## src/dnconv_cfg_pkg.sv

```systemverilog
package dnconv_cfg_pkg;

   // register addresses
   localparam logic [7:0] ADDR_STATE_REINIT  = 8'h01;
   localparam logic [7:0] ADDR_ACTIVITY      = 8'h02;
   localparam logic [7:0] ADDR_SIG_ROUTING   = 8'h16;
   localparam logic [7:0] ADDR_AUTO_GAIN     = 8'h17;
   localparam logic [7:0] ADDR_DEFAULT_SAVE  = 8'h18;
   localparam logic [7:0] ADDR_POWER_DOWN    = 8'h19;
   localparam logic [7:0] ADDR_REF_CLOCK     = 8'h1a;
   localparam logic [7:0] ADDR_REF_TRIM      = 8'h1b;
   localparam logic [7:0] ADDR_OSC_ROUTE     = 8'h1c;
   localparam logic [7:0] ADDR_SYNTH_CAL     = 8'h1d;
   localparam logic [7:0] ADDR_NVM_WRITE     = 8'h1e;
   localparam logic [7:0] ADDR_FREQ_PLAN     = 8'h1f;

   // data byte counts
   localparam logic [2:0] LEN_1 = 3'h1;
   localparam logic [2:0] LEN_3 = 3'h3;
   localparam logic [2:0] LEN_5 = 3'h5;
   localparam logic [2:0] LEN_7 = 3'h7;

   // reset values
   localparam logic [7:0]  RST_BYTE   = 8'h00;
   localparam logic [9:0]  RST_ROUTE  = 10'h000;
   localparam logic [55:0] RST_SHIFT  = 56'h0;
   localparam logic [2:0]  RST_COUNT  = 3'h0;

   // reply byte returned after each complete write
   localparam logic [7:0] REPLY_BYTE = 8'h00;

   // field positions
   localparam int ROUTE_W      = 10;
   localparam int AGAIN_W      = 40;
   localparam int TRIM_W       = 14;
   localparam int NVM_W        = 24;
   localparam int FREQ_W       = 48;
   localparam int PSEL_LSB     = 48;
   localparam int PSEL_W       = 4;
   localparam int SHIFT_W      = 56;

   typedef enum logic [2:0] {
      ST_ADDR  = 3'b001,
      ST_DATA  = 3'b010,
      ST_STALL = 3'b100
   } link_state_t;

endpackage

```

## src/dnconv_byte_sync.sv

```systemverilog
`timescale 1ns/1ns
`default_nettype none
// two-flop synchroniser for the byte link strobe
module dnconv_byte_sync (
   input  wire logic clk_sys,
   input  wire logic sys_rst,
   input  wire logic async_in,
   output logic      sync_out
);
   logic meta_q;

   // --------------------------------------------------
   // two stages
   // --------------------------------------------------
   always_ff @(posedge clk_sys or posedge sys_rst) begin
      if (sys_rst) begin
         meta_q   <= 1'b0;
         sync_out <= 1'b0;
      end else begin
         meta_q   <= async_in;
         sync_out <= meta_q;
      end
   end
endmodule // dnconv_byte_sync
`default_nettype wire

```

## src/downconverter_config_regs.sv

```systemverilog
`timescale 1ns/1ns
`default_nettype none
module downconverter_config_regs (
   input  wire logic             clk_sys,
   input  wire logic             sys_rst,
   input  wire logic [7:0]       link_byte,
   input  wire logic             link_toggle,
   input  wire logic             link_resync,
   output logic                  reply_valid,
   output logic [7:0]            reply_byte,
   output logic                  link_stalled,
   output logic                  reprogram_current,
   output logic                  restore_defaults,
   output logic                  activity_led,
   output logic [9:0]            routing,
   output logic [39:0]           auto_gain,
   output logic                  default_save,
   output logic [7:0]            power_down,
   output logic [7:0]            ref_clock,
   output logic [13:0]           ref_trim,
   output logic                  osc_external,
   output logic                  synth_calibrate,
   output logic                  nvm_write,
   output logic [23:0]           nvm_word,
   output logic [47:0]           freq_plan_word,
   output logic [3:0]            plan_parameter_selector,
   output logic                  freq_plan_load
);
   import dnconv_cfg_pkg::*;

   // ----------------------------------------------------
   // link input capture
   // ----------------------------------------------------
   logic        tog_s;
   logic        tog_prev_q;
   logic        rsy_s;
   logic [7:0]  byte_m_q;
   logic [7:0]  byte_s_q;
   logic        byte_in;

   dnconv_byte_sync u_tog (
      .clk_sys  (clk_sys),
      .sys_rst  (sys_rst),
      .async_in (link_toggle),
      .sync_out (tog_s)
   );

   dnconv_byte_sync u_rsy (
      .clk_sys  (clk_sys),
      .sys_rst  (sys_rst),
      .async_in (link_resync),
      .sync_out (rsy_s)
   );

   // byte held stable by host around toggle; double-registered
   always_ff @(posedge clk_sys or posedge sys_rst) begin
      if (sys_rst) begin
         byte_m_q   <= RST_BYTE;
         byte_s_q   <= RST_BYTE;
         tog_prev_q <= 1'b0;
      end else begin
         byte_m_q   <= link_byte;
         byte_s_q   <= byte_m_q;
         tog_prev_q <= tog_s;
      end
   end

   assign byte_in = tog_s ^ tog_prev_q;

   // ----------------------------------------------------
   // frame decode
   // ----------------------------------------------------
   link_state_t state_q;
   logic [7:0]  addr_q;
   logic [2:0]  need_q;
   logic [2:0]  got_q;
   logic [55:0] shift_q;
   logic [2:0]  len;
   logic        frame_done;

   // one byte map for every link
   always_comb begin
      unique case (link_byte_addr_sel(state_q, byte_s_q, addr_q))
         ADDR_STATE_REINIT, ADDR_ACTIVITY, ADDR_DEFAULT_SAVE, ADDR_POWER_DOWN,
         ADDR_REF_CLOCK, ADDR_OSC_ROUTE, ADDR_SYNTH_CAL: len = LEN_1;
         ADDR_SIG_ROUTING, ADDR_REF_TRIM, ADDR_NVM_WRITE: len = LEN_3;
         ADDR_AUTO_GAIN: len = LEN_5;
         ADDR_FREQ_PLAN: len = LEN_7;
         default: len = RST_COUNT;
      endcase
   end

   function automatic logic [7:0] link_byte_addr_sel(input link_state_t s,
                                                      input logic [7:0] b,
                                                      input logic [7:0] a);
      link_byte_addr_sel = (s == ST_ADDR) ? b : a;
   endfunction

   assign frame_done = (state_q == ST_DATA) && byte_in && (got_q + 3'h1 == need_q);

   // address byte then exact data count; unknown address stalls
   always_ff @(posedge clk_sys or posedge sys_rst) begin
      if (sys_rst) begin
         state_q <= ST_ADDR;
         addr_q  <= RST_BYTE;
         need_q  <= RST_COUNT;
         got_q   <= RST_COUNT;
      end else begin
         unique case (state_q)
            ST_ADDR: begin
               if (byte_in) begin
                  addr_q <= byte_s_q;
                  need_q <= len;
                  got_q  <= RST_COUNT;
                  state_q <= (len == RST_COUNT) ? ST_STALL : ST_DATA;
               end
            end
            ST_DATA: begin
               if (byte_in) begin
                  got_q <= got_q + 3'h1;
                  if (frame_done) begin
                     state_q <= ST_ADDR;
                  end
               end
            end
            ST_STALL: begin
               if (rsy_s) begin
                  state_q <= ST_ADDR;
               end
            end
            default: state_q <= ST_ADDR;
         endcase
      end
   end

   // least significant byte first into shifter
   always_ff @(posedge clk_sys or posedge sys_rst) begin
      if (sys_rst) begin
         shift_q <= RST_SHIFT;
      end else if (state_q == ST_ADDR && byte_in) begin
         shift_q <= RST_SHIFT;
      end else if (state_q == ST_DATA && byte_in) begin
         shift_q[got_q*8 +: 8] <= byte_s_q;
      end
   end

   // full frame with last byte merged
   logic [55:0] frame;
   always_comb begin
      frame = shift_q;
      frame[got_q*8 +: 8] = byte_s_q;
   end

   // ----------------------------------------------------
   // stored settings usable without prior reinit
   // ----------------------------------------------------
   always_ff @(posedge clk_sys or posedge sys_rst) begin
      if (sys_rst) begin
         activity_led            <= 1'b0;
         routing                 <= RST_ROUTE;
         auto_gain               <= '0;
         power_down              <= RST_BYTE;
         ref_clock               <= RST_BYTE;
         ref_trim                <= '0;
         osc_external            <= 1'b0;
         nvm_word                <= '0;
         freq_plan_word          <= '0;
         plan_parameter_selector <= '0;
      end else if (frame_done) begin
         unique case (addr_q)
            ADDR_ACTIVITY:    activity_led <= frame[0];
            ADDR_SIG_ROUTING: routing <= frame[ROUTE_W-1:0];
            ADDR_AUTO_GAIN:   auto_gain <= frame[AGAIN_W-1:0];
            ADDR_POWER_DOWN:  power_down <= frame[7:0];
            ADDR_REF_CLOCK:   ref_clock <= frame[7:0];
            ADDR_REF_TRIM:    ref_trim <= frame[TRIM_W-1:0];
            ADDR_OSC_ROUTE:   osc_external <= frame[0];
            ADDR_NVM_WRITE:   nvm_word <= frame[NVM_W-1:0];
            ADDR_FREQ_PLAN: begin
               freq_plan_word          <= frame[FREQ_W-1:0];
               plan_parameter_selector <= frame[PSEL_LSB +: PSEL_W];
            end
            default: ;
         endcase
      end
   end

   // ----------------------------------------------------
   // one-cycle command pulses
   // ----------------------------------------------------
   always_ff @(posedge clk_sys or posedge sys_rst) begin
      if (sys_rst) begin
         reprogram_current <= 1'b0;
         restore_defaults  <= 1'b0;
         default_save      <= 1'b0;
         synth_calibrate   <= 1'b0;
         nvm_write         <= 1'b0;
         freq_plan_load    <= 1'b0;
      end else begin
         reprogram_current <= frame_done && addr_q == ADDR_STATE_REINIT && !frame[0];
         restore_defaults  <= frame_done && addr_q == ADDR_STATE_REINIT && frame[0];
         default_save      <= frame_done && addr_q == ADDR_DEFAULT_SAVE;
         synth_calibrate   <= frame_done && addr_q == ADDR_SYNTH_CAL;
         nvm_write         <= frame_done && addr_q == ADDR_NVM_WRITE;
         freq_plan_load    <= frame_done && addr_q == ADDR_FREQ_PLAN;
      end
   end

   // ----------------------------------------------------
   // reply byte and status
   // ----------------------------------------------------
   // one reply per write; reply never echoes settings
   always_ff @(posedge clk_sys or posedge sys_rst) begin
      if (sys_rst) begin
         reply_valid  <= 1'b0;
         reply_byte   <= RST_BYTE;
         link_stalled <= 1'b0;
      end else begin
         reply_valid  <= frame_done;
         reply_byte   <= REPLY_BYTE;
         link_stalled <= (state_q == ST_STALL);
      end
   end
endmodule // downconverter_config_regs
`default_nettype wire

```

## config.mk

```make
export PLATFORM = sky130hd
export DESIGN_NAME = downconverter_config_regs
export DESIGN_NICKNAME = d
export VERILOG_FILES = /design/src/dnconv_cfg_pkg.sv /design/src/dnconv_byte_sync.sv /design/src/downconverter_config_regs.sv
export SDC_FILE = /design/constraint.sdc
export NUM_CORES = 1
export LEC_CHECK = 0
export BUFFER_PORTS_ARGS = -buffer_cell sky130_fd_sc_hd__buf_2
export CAP_MARGIN = 20
export CORE_MARGIN = 2
export CORE_UTILIZATION = 42
export CTS_BUF_LIST = sky130_fd_sc_hd__clkbuf_2 sky130_fd_sc_hd__clkbuf_4 sky130_fd_sc_hd__clkbuf_8
export DETAILED_ROUTE_END_ITERATION = 8
export HOLD_SLACK_MARGIN = 0.03
export PLACE_DENSITY = 0.61
export SETUP_SLACK_MARGIN = 0.05
export SLEW_MARGIN = 20
export SYNTH_ARGS = -nofsm -noshare
export SYNTH_HDL_FRONTEND = slang
export SYNTH_SLANG_ARGS = --single-unit
```

## constraint.sdc

```tcl
create_clock -name clk_sys -period 12.4 [get_ports clk_sys]
set_input_delay 2.48 -clock clk_sys [delete_from_list [all_inputs] [get_ports clk_sys]]
set_output_delay 2.48 -clock clk_sys [all_outputs]
set_load 0.05 [all_outputs]
```

# == Word level (Yosys, flattened, before mapping) ==
# Memory sizes are Yosys's and may differ from the RTL's.
# Cells that the tools add are included.
# classes
n_addsub,2
n_eq_ne,20
shift,2
muxes,14
n_bitwise,1
reduce_logical,27
# ops
cell,count
$mux 56,2
$eq 8x5->1 const B,10
$bwmux 56,1
$shift 8x34->56 const A,1
$shiftx 8x34->56,1
$neg 6->34,1
$mux 3,8
$reduce_and 2->1,10
$logic_and 1x1->1,10
$pmux 3 s3,1
$eq 8x1->1 const B,1
$eq 8x2->1 const B,1
$mux 8,1
$logic_not 3->1,2
$ne 2x2->1 const B,3
$pmux 3 s2,1
$reduce_and 4->1,1
$reduce_bool 2->1,2
$add 3x1->3 const B,1
$eq 3x1->1 const B,1
$eq 3x2->1 const B,1
$eq 3x3->1,1
$eq 3x3->1 const B,1
$reduce_and 3->1,1
3 further kinds,3
# totals
ff_bits,260
mem_bits_ro,96
out_inout_bits,174
mem_count,1
# memory_table
memory,depth,width,rd,rd_clocked_by_memory_dff,write_ports,line,text
(no name shown),32,3,1,0,0,downconverter_config_regs.sv:83,"unique case (link_byte_addr_sel(state_q, byte_s_q, addr_q))"

# == Longest topological paths before layout ==
# Gate-level depths: netlist (run 1).
# logic_depth
word_depth,8
depth_mapped,11
ltp_nobuf,7

# == By module ==
# Synthesis (run 1) repeated with hierarchy kept, for this count alone.
# unflattened
hier_cells,805
area_unflattened_um2,10522.6
# modules_own_cells
module,n_inst,cells_per_inst,area_each_um2,seq_area_each_um2
downconverter_config_regs,1,799,10415.0,6307.3
dnconv_byte_sync,2,3,53.8,50.0

# == Worst setup path before layout (run 1) ==
# Ideal clock, no wire load.
# synth_path
path_kind,reg2reg
from,register got_q[0]
to,register nvm_word[10]
arrival_ns,3.099
t_required_ns,12.275
setup_slack_ns,9.176
stages_incl_launch_ff,12
n_path_buf,5
path_cell_list,dfrtp_1 > clkbuf_1 > inv_1 > ha_1 > buf_2 > xor2_1 > or4_4 > buf_6 > or4_4 > buf_6 > buf_12 > mux2_4
# synth_between
elab_chain_len,4
elab_cells_between_ends,8
cone_classes,2 x add/sub; 1 x eq/ne; 2 x shift; 1 x mux; 2 x reduce/logical
# synth_rtl
element,line,text
"start, declared",downconverter_config_regs.sv:76,logic [2:0] got_q;
"start signal, assigned",downconverter_config_regs.sv:120,got_q <= got_q + 3'h1;
"parallel branches: the longest is 4 deep, another holds $neg 6->34",--,
"end signal, assigned",downconverter_config_regs.sv:178,ADDR_NVM_WRITE: nvm_word <= frame[NVM_W-1:0];
"end, declared",downconverter_config_regs.sv:24,"output logic [23:0] nvm_word,"
# Several ways; the timed one is not identified.
# A chain may end at the register's enable or synchronous reset.

# == Worst setup path after layout (run 1) ==
# layout_path
from,register got_q[0]
to,register freq_plan_word[40]
# layout_between
elab_chain_len,4
elab_cells_between_ends,8
cone_classes,2 x add/sub; 1 x eq/ne; 2 x shift; 1 x mux; 2 x reduce/logical
# layout_rtl
element,line,text
"parallel branches: the longest is 4 deep, another holds $neg 6->34",--,
"end signal, assigned",downconverter_config_regs.sv:180,freq_plan_word <= frame[FREQ_W-1:0];
"end, declared",downconverter_config_regs.sv:25,"output logic [47:0] freq_plan_word,"
# Several ways; the timed one is not identified.

==> impl_metrics.json, run 1 <==
{
  "status": "finished, final reports clean",
  "syn_area_mm2": 0.01066,
  "place.gp.congestion": 0.7690,
  "switching_share_pct": 26.52,
  "clk_latency_ns": 0.57,
  "power_density_mw_per_mm2": 147.6,
  "slew_viol_final": 0,
  "reg2reg_slack_ns": 8.30,
  "whs_ns": 0.3436,
  "die_w_um": 163.3,
  "hold_buffers": 0,
  "synth_flop_cell": "dfrtp_1",
  "clk_pin_slew_ns": 0.06,
  "cts_resized": 0,
  "fmax_ghz": 0.2442,
  "worst_pin_slew_ns": 1.104,
  "worstPathArrival_ns": 4.52,
  "cp-end-kind": "register",
  "start_kind": "register",
  "fin_cells": 1325,
  "worst_ep_required_time_ns": 12.82,
  "synth_cell_type_count": 54,
  "die-area_mm2": 0.02668,
  "grt_pass1_wl_mm": 39.68,
  "post_drt_wl_per_cell_um": 18.77,
  "hp-class": "register to register",
  "ys_async_sr_fraction_pct": 100.0,
  "grt_max_degree": 131,
  "synth_top_family_by_area": "multiplexers",
  "syn2layout_area_growth_pct": 19.73,
  "period_share_pct": 33.02,
  "p_int_mw": 1.385,
  "dr.pass1.iters": 4,
  "p_sw_mw": 0.4997,
  "initialDrtViolationCount": 449,
  "pwr-share-clk_pct": 43.1,
  "cts.sinks": 256,
  "maxCapViolCount": 0,
  "synth_edf_count": 0,
  "drc_errors": 0,
  "grt_remaining_overflow": 0,
  "antenna_found_initial": 0,
  "ir_worst_vdd_mv": 0.1055,
  "timing.final.crit_period_ns": 4.095,
  "p_comb_share_pct": 9.5,
  "detail-route-antenna-nets": 0,
  "vias_per_cell": 5.132,
  "syn_avg_cell_area_um2": 13.60,
  "tritoncts": "done",
  "finClkSkew_ns": 0.03295,
  "clockRootBuffer": "clkbuf_8",
  "yosys_register_bits": 256,
  "synthSimpleGateAreaFrac_pct": 8.098,
  "critPathSlowestCell": "nor4_4",
  "drt-total-wl_mm": 24.87,
  "synth_xor_area_share_pct": 0.5398,
  "hold_violations": 0,
  "timing.setup.tns_ns": 0,
  "synth_mux_area_share_pct": 21.88,
  "num_vias": 6800,
  "dpl.cell_count": 1249,
  "synth-compound-area-share_pct": 5.445,
  "slew_headroom_pct": 26.25,
  "setup_viol": 0,
  "hpwlAfterDp_mm": 15.79,
  "synth_cells": 784,
  "leakagePower_nw": 6.710,
  "layout.nets": 982,
  "cts_made_buffers": 44,
  "worst-path-max-fanout": 39,
  "first_global_vias": 7037,
  "htreeDepth": 2,
  "grt_usage_pct": 19.18,
  "critPathKind": "register to register",
  "ys_seq_area_share_pct": 60.10,
  "num_antenna_cells": 0,
  "slowest_delay_ns": 0.79,
  "layout-drive-gt1-share_pct": 46.73,
  "port_buffers": 177,
  "ys_warn_count": 0,
  "core-area_mm2": 0.02504,
  "start_util_pct": 42.58,
  "die_h_um": 163.3,
  "rows": 58,
  "grt_setup_unrepaired": "false",
  "path_cells": "inv_1 -> ha_1 -> xor2_1 -> or4_4 -> nor4_4 -> buf_4 -> mux2_2",
  "seq_power_share_pct": 47.4,
  "cts_buffer_depth": 3,
  "ios": 186,
  "synth_fa_ha_area_share_pct": 0.5868,
  "cts_setup_buffers": 0
}
==> critical path, delay by kind of cell (launching register included) <==
family	cells	cell delay (ns)
simple gates	2	1.42
fa+ha+maj	1	0.46
flops	1	0.69
mux	1	0.40
xor+xnor	1	0.24
buf+inv	2	0.73
==> Yosys cell counts (3+ instances only) <==
cell	number	area [um2]
a22o_1	32	280.3
and2_1	3	18.77
buf_1	3	11.26
buf_2	7	35.03
buf_4	8	60.06
clkbuf_1	33	123.9
dfrtp_1	255	6381
ha_1	5	62.56
inv_1	15	56.30
mux2_1	3	33.78
mux2_2	169	1903
mux2_4	19	285.3
mux2i_1	11	110.1
nand2_1	70	262.8
nand2b_1	3	18.77
nand3_1	20	100.1
nand4_1	3	18.77
nor2_1	10	37.54
nor2b_1	11	68.82
nor3_1	5	25.02
nor3b_1	4	30.03
nor4_1	4	25.02
nor4_2	3	37.54
nor4b_1	3	26.28
o21ai_0	39	195.2
o2bb2ai_1	5	43.79
or3_1	4	25.02
==> path summary, 6_finish.rpt <==
path	from	to	depth (start not counted)
worst max register to register	got_q[0]	freq_plan_word[40]	7
worst min-delay path	byte_m_q[0]	byte_s_q[0]	0
min in group asynchronous	sys_rst	freq_plan_word[18]	2
max in group asynchronous	sys_rst	power_down[3]	3
worst max-delay path	got_q[0]	freq_plan_word[40]	7
worst min register to register	byte_m_q[0]	byte_s_q[0]	0
==> registers in the layout, summed over array words and instances, names as in the netlist, 3 cells and up <==
name                     count
plan_parameter_selector      4
shift_q                     52
state_q                      3
byte_s_q                     8
routing                     10
nvm_word                    24
need_q                       3
power_down                   8
addr_q                       8
freq_plan_word              48
ref_clock                    8
auto_gain                   40
got_q                        3
byte_m_q                     8
ref_trim                    14
==> cells by family (layout without fill, tap and decap cells) <==
family / Yosys count / in the layout
AO/OA/AOI/OAI: 85 / 85
XOR/XNOR: 5 / 5
adder cells (fa/ha/maj): 5 / 5
buffers and inverters: 71 / 275
flip-flops: 256 / 256
multiplexers: 202 / 202
other: 1 / 8
AND/OR/NAND/NOR: 159 / 159
==> stage by stage <==
step                utilization (%)  worst slack, ns  instance area [um2]  power [mW]
floorplan                         -            2.880                10690       1.035
global placement              47.07            8.171                11780       1.083
detailed placement            47.13            8.165                11800       1.088
CTS                           50.92            8.302                12750       1.911
global route                  50.98            8.086                12760       1.979
finish                        50.98            8.305                12760       1.884
==> metal layers <==
metal / global-route usage, % / up-vias / wire length [um]
met5: 0 / - / 0
met4: 6.476 / 0 / 552
met3: 4.876 / 45 / 1774
met2: 29.17 / 201 / 11400
met1: 26.86 / 3424 / 11140
li1: - / 3130 / -
==> cell type report <==
| type | instances | area [um2] |
|---|---|---|
| inverters | 15 | 63.81 |
| fillers | 2261 | 12270 |
| clock inverters | 12 | 125.1 |
| multi-input cells | 464 | 3993 |
| clock buffers | 64 | 824.5 |
| well taps | 330 | 412.9 |
| repair buffers | 184 | 938.4 |
| flip-flops and latches | 256 | 6407 |
==> power by group through the flow <==
stage	logic [mW]	clock network, mW	registers [mW]
2_1_floorplan	0.147	0	0.888
3_3_place_gp	0.177	0	0.906
3_5_place_dp	0.181	0	0.907
4_1_cts	0.181	0.838	0.892
5_1_grt	0.203	0.880	0.896
6_report	0.180	0.812	0.893
==> cell usage in the layout, fill, tap and decap left out, drive strengths merged, types with 3 or more instances in the layout <==
cell	instances
dfrtp	255
mux2	191
buf	184
nand2	70
clkbuf	64
o21ai	40
a22o	32
nand3	20
inv	17
nor2b	11
mux2i	11
nor2	10
conb	8
nor4	8
clkinv	6
nor3	5
o2bb2ai	5
ha	5
or3	5
nor3b	4
nor4b	4
nand2b	3
nand4	3
and2	3
or4	3
Note: power is estimated with default switching activity, not from simulation.
==> run 2: changes to the inputs <==
- ABC_AREA: not set -> 1
- clock period: 12.4 -> 4 ns (I/O delays scaled with it)
==> impl_metrics.json, run 2 <==
{
  "drt-total-wl_mm": 25.22,
  "worst_pin_slew_ns": 1.126,
  "grt_remaining_overflow": 0,
  "ys_seq_area_share_pct": 62.57,
  "preCtsSetupSlack_ns": 1.029,
  "p_comb_share_pct": 18.2,
  "largest_register_ff_count": 52,
  "synth_commonest_cells": "nand2_1, dfrtp_1, o21ai_0",
  "ir_worst_vdd_mv": 0.2742,
  "drc_errors": 0,
  "hp-class": "register to register",
  "slew_viol_final": 0,
  "reg2reg_slack_ns": 0.99,
  "place.gp.congestion": 0.8843,
  "critPathKind": "register to register",
  "cts_setup_buffers": 0,
  "die-area_mm2": 0.02564,
  "path_cells": "inv_2 -> ha_1 -> or2_0 -> a21oi_1 -> nand2_1 -> nor2_8 -> nand2_4 -> buf_12 -> nand2_1 -> o21ai_2",
  "synth_edf_count": 0,
  "layout.nets": 1262,
  "first_global_vias": 7571,
  "critPathSlowestCell": "dfrtp_1",
  "ios": 186,
  "cts_buffer_depth": 3,
  "detail-route-antenna-nets": 0,
  "worstPathArrival_ns": 3.41,
  "initialDrtViolationCount": 607,
  "dpl.cell_count": 1524,
  "clk_pin_slew_ns": 0.07,
  "synth_cells": 1061,
  "start_util_pct": 42.48,
  "num_vias": 7843,
  "status": "finished, final reports clean",
  "cts.sinks": 256,
  "top_regs": "shift_q (52), freq_plan_word (48), auto_gain (40)",
  "dr.pass1.iters": 5,
  "timing.final.crit_period_ns": 3.008,
  "port_buffers": 177,
  "hold_violations": 0,
  "hold_buffers": 0,
  "leakagePower_nw": 6.220,
  "synth.most_common_cell": "nand2_1",
  "cts_resized": 0,
  "final_cell_mix": "nand2_1, dfrtp_1, buf_2",
  "slowest_delay_ns": 0.64,
  "worst_ep_required_time_ns": 4.40,
  "pwr-share-clk_pct": 39.4,
  "period_share_pct": 75.19,
  "switching_share_pct": 31.18,
  "ys_async_sr_fraction_pct": 100.0,
  "syn_area_mm2": 0.01024,
  "worst-path-max-fanout": 70,
  "cts_made_buffers": 43,
  "die_h_um": 160.1,
  "yosysTopAreaCell": "dfrtp_1",
  "die_w_um": 160.1,
  "critPathBufInv": 2,
  "htreeDepth": 2,
  "synth_cell_type_count": 32,
  "syn_avg_cell_area_um2": 9.651,
  "num_antenna_cells": 0,
  "yosys-top-cells-area": "dfrtp_1, nand2_1, o21ai_0, o21ai_1, o21ai_2",
  "seq_power_share_pct": 42.4,
  "yosys_register_bits": 256,
  "post_drt_wl_per_cell_um": 15.74,
  "grt_setup_unrepaired": "false",
  "maxCapViolCount": 0,
  "cp-end-kind": "register",
  "antenna_found_initial": 0,
  "ys_warn_count": 0,
  "largest_register": "shift_q",
  "grt_max_degree": 112,
  "synth_flop_cell": "dfrtp_1",
  "final_common_cell": "nand2_1",
  "cp_common_cell": "nand2_1",
  "finClkSkew_ns": 0.02695,
  "grt_pass1_wl_mm": 40.83,
  "setup_viol": 0,
  "p_int_mw": 4.483,
  "p_sw_mw": 2.031,
  "clockRootBuffer": "clkbuf_8",
  "setup_ws_ns": 0.9923,
  "fmax_ghz": 0.3325,
  "timing.setup.tns_ns": 0,
  "slew_headroom_pct": 24.11,
  "clk_latency_ns": 0.56,
  "tritoncts": "done",
  "rows": 57,
  "vias_per_cell": 4.896,
  "start_kind": "register",
  "fin_cells": 1602,
  "power_density_mw_per_mm2": 529.3,
  "layout-drive-gt1-share_pct": 25.12,
  "synthDominantCellAreaShare_pct": 62.32,
  "syn2layout_area_growth_pct": 20.20,
  "core-area_mm2": 0.02411,
  "crit_family": "simple AND/OR/NAND/NOR gates",
  "hpwlAfterDp_mm": 16.79,
  "grt_usage_pct": 19.73
}
run 2: cell type report:
type | instances | area [um2]
fillers | 2304 | 11800
flip-flops and latches | 256 | 6407
multi-input cells | 688 | 3248
repair buffers | 193 | 1044
clock buffers | 69 | 862.1
well taps | 324 | 405.4
inverters | 63 | 240.2
clock inverters | 9 | 101.3
run 2: path summary, 6_finish.rpt:
check / startpoint / endpoint / cells past startpoint
max in group asynchronous: sys_rst / ref_trim[4] / 3
min: u_tog.meta_q / u_tog.sync_out / 0
max: got_q[0] / freq_plan_word[9] / 10
min reg2reg: u_tog.meta_q / u_tog.sync_out / 0
max reg2reg: got_q[0] / freq_plan_word[9] / 10
min in group asynchronous: sys_rst / auto_gain[30] / 3
run 2: routing by layer:
layer	vias to the layer above	wire length [um]	GRT usage, %
met4	0	470	5.528
li1	3834	-	-
met3	39	1518	4.883
met1	3765	11780	27.59
met5	-	0	0
met2	205	11450	30.79
run 2: through the flow:
stage          util [%]  power, mW  hold slack (ns)  cell area [um2]
3_5_place_dp      47.06      4.001           0.3347            11340
3_3_place_gp      47.06      3.984           0.3354            11340
4_1_cts           51.06      6.587           0.3178            12310
2_1_floorplan         -      3.599           0.3312            10270
5_1_grt           51.06      6.838           0.3319            12310
6_report          51.06      6.514           0.3375            12310
run 2: cell families (layout without fill, tap and decap cells):
kind of cell             count (synthesis)  after routing  synth area share (%)
buffers and inverters                  124            334                 6.012
AND/OR/NAND/NOR                        397            397                 15.66
AO/OA/AOI/OAI                          275            275                 14.85
XOR/XNOR                                 3              3                0.2566
adder cells (fa/ha/maj)                  5              5                0.6109
other                                    1              8               0.03662
flip-flops                             256            256                 62.57
run 2: power by group through the flow:
stage	clock network [mW]	logic (mW)	registers, mW
6_report	2.56	1.19	2.76
5_1_grt	2.73	1.33	2.77
4_1_cts	2.63	1.20	2.76
3_5_place_dp	0	1.19	2.81
3_3_place_gp	0	1.18	2.80
2_1_floorplan	0	0.816	2.78
==> run 3: changes to the inputs <==
- PLACE_DENSITY: 0.61 -> 0.63
- clock period: 4 -> 2.61 ns (I/O delays scaled with it)
==> impl_metrics.json, run 3 (synthesized netlist as in run 2, its figures left out) <==
{
  "final_core_util_pct": 51.37,
  "die_w_um": 160.1,
  "hold_buffers": 0,
  "maxCapViolCount": 0,
  "num_antenna_cells": 0,
  "pwr-share-clk_pct": 37.3,
  "start_kind": "register",
  "whs_ns": 0.08711,
  "grt_setup_unrepaired": "true",
  "slew_viol_final": 0,
  "antenna_found_initial": 0,
  "core-area_mm2": 0.02411,
  "largest_register_ff_count": 52,
  "drt-total-wl_mm": 25.35,
  "min_to": "byte_m_q[6]",
  "place.gp.congestion": 0.8678,
  "rows": 57,
  "rr_worst_depth": 10,
  "die_h_um": 160.1,
  "first_global_vias": 7455,
  "htreeDepth": 2,
  "post_drt_wl_per_cell_um": 15.70,
  "met2_usage_pct": 30.42,
  "drc_errors": 0,
  "grt-busiest-layer": "met2",
  "tritoncts": "done",
  "cts_made_buffers": 43,
  "grt_max_degree": 137,
  "num_vias": 7911,
  "fmax_ghz": 0.4212,
  "start_util_pct": 42.48,
  "rr_startpoint": "got_q[1]",
  "top_regs": "shift_q (52), freq_plan_word (48), auto_gain (40)",
  "setup_viol": 0,
  "largest_register": "shift_q",
  "leakagePower_nw": 6.283,
  "grt_use_met1_pct": 28.10,
  "hold_depth": 1,
  "hold_start": "link_byte[6]",
  "timing.final.crit_period_ns": 2.374,
  "detail-route-antenna-nets": 0,
  "dr.pass1.iters": 5,
  "worst-path-max-fanout": 66,
  "syn2layout_area_growth_pct": 20.93,
  "ios": 186,
  "die-area_mm2": 0.02564,
  "layout-drive-gt1-share_pct": 26.10,
  "p_comb_share_pct": 19.8,
  "period_share_pct": 90.97,
  "grt_usage_pct": 19.75,
  "final_cell_mix": "nand2_1, dfrtp_1, buf_2",
  "preCtsSetupSlack_ns": 0.1624,
  "grt_remaining_overflow": 0,
  "fin_cells": 1615,
  "grt_use_met3_pct": 4.805,
  "grt_pass1_wl_mm": 40.83,
  "initialDrtViolationCount": 620,
  "setup_ws_ns": 0.2357,
  "cts.sinks": 256,
  "p_int_mw": 6.712,
  "worst_ep_required_time_ns": 3.02,
  "switching_share_pct": 31.76,
  "clk_latency_ns": 0.56,
  "clockRootBuffer": "clkbuf_8",
  "worstPathArrival_ns": 2.78,
  "vias_per_cell": 4.898,
  "hold_violations": 0,
  "clk_pin_slew_ns": 0.06,
  "dpl.cell_count": 1537,
  "hp-class": "input port to register",
  "reg2reg_slack_ns": 0.24,
  "layout.nets": 1277,
  "port_buffers": 177,
  "cp-end-kind": "register",
  "hpwlAfterDp_mm": 16.85,
  "slew_headroom_pct": 45.44,
  "p_sw_mw": 3.124,
  "finClkSkew_ns": 0.03115,
  "critPathKind": "register to register",
  "ir_worst_vdd_mv": 0.4311,
  "seq_power_share_pct": 42.9,
  "r2r_end": "auto_gain[28]",
  "cts_buffer_depth": 3,
  "worst_pin_slew_ns": 0.8098,
  "power_density_mw_per_mm2": 794.3,
  "final_common_cell": "nand2_1",
  "status": "finished, final reports clean"
}
==> run 3: worst max-delay path: stages, from the launching register on <==
cell     delay, ns
dfrtp_1       0.37
inv_1         0.06
ha_1          0.36
or2_0         0.27
a21oi_2       0.19
nand2_2       0.12
nor2_8        0.23
nand2_4       0.16
buf_12        0.22
nand2_1       0.10
o21ai_0       0.09
==> run 3: worst max path at each step <==
stage,end,start,slack [ns],cells past startpoint
2_1_floorplan,activity_led,sys_rst,-1.28,1
3_5_place_dp,auto_gain[8],got_q[1],0.16,10
5_1_grt,freq_plan_word[26],got_q[1],0.01,8
4_1_cts,auto_gain[1],got_q[1],0.15,10
6_report,auto_gain[28],got_q[1],0.24,10
3_3_place_gp,auto_gain[9],got_q[1],0.21,10
==> run 3: stage by stage <==
| step | total power [mW] | area (um2) | setup TNS [ns] |
|---|---|---|---|
| after floorplan | 5.515 | 10270 | -327.51 |
| after global placement | 6.189 | 11450 | 0 |
| after detailed placement | 6.215 | 11450 | 0 |
| after CTS | 9.916 | 12350 | 0 |
| after global routing | 10.36 | 12380 | 0 |
| final | 9.836 | 12380 | 0 |
==> run 3: layout make-up <==
class,count,area [um2]
multi-input combinational,688,3262
inverter,63,240.2
sequential,256,6407
tap,324,405.4
clock buffer,69,849.6
fill,2340,11720
timing repair buffer,208,1166
clock inverter,7,52.55
==> run 3: metal layers <==
layer / vias to the layer above / routed length [um]
met2: 250 / 11580
met3: 41 / 1759
met5: - / 0
met1: 3760 / 11510
li1: 3860 / -
met4: 0 / 502
==> run 3: power groups by stage <==
stage	logic (mW)	registers (mW)	clock network (mW)
6_report	1.95	4.22	3.67
5_1_grt	2.16	4.23	3.96
3_5_place_dp	1.93	4.29	0
2_1_floorplan	1.25	4.26	0
4_1_cts	1.93	4.22	3.76
3_3_place_gp	1.90	4.29	0
==> run 3: repair_timing <==
action,in CTS,in global routing
gates resized for setup,0,7
endpoints found under the setup margin,0,68
buffers inserted,0,2
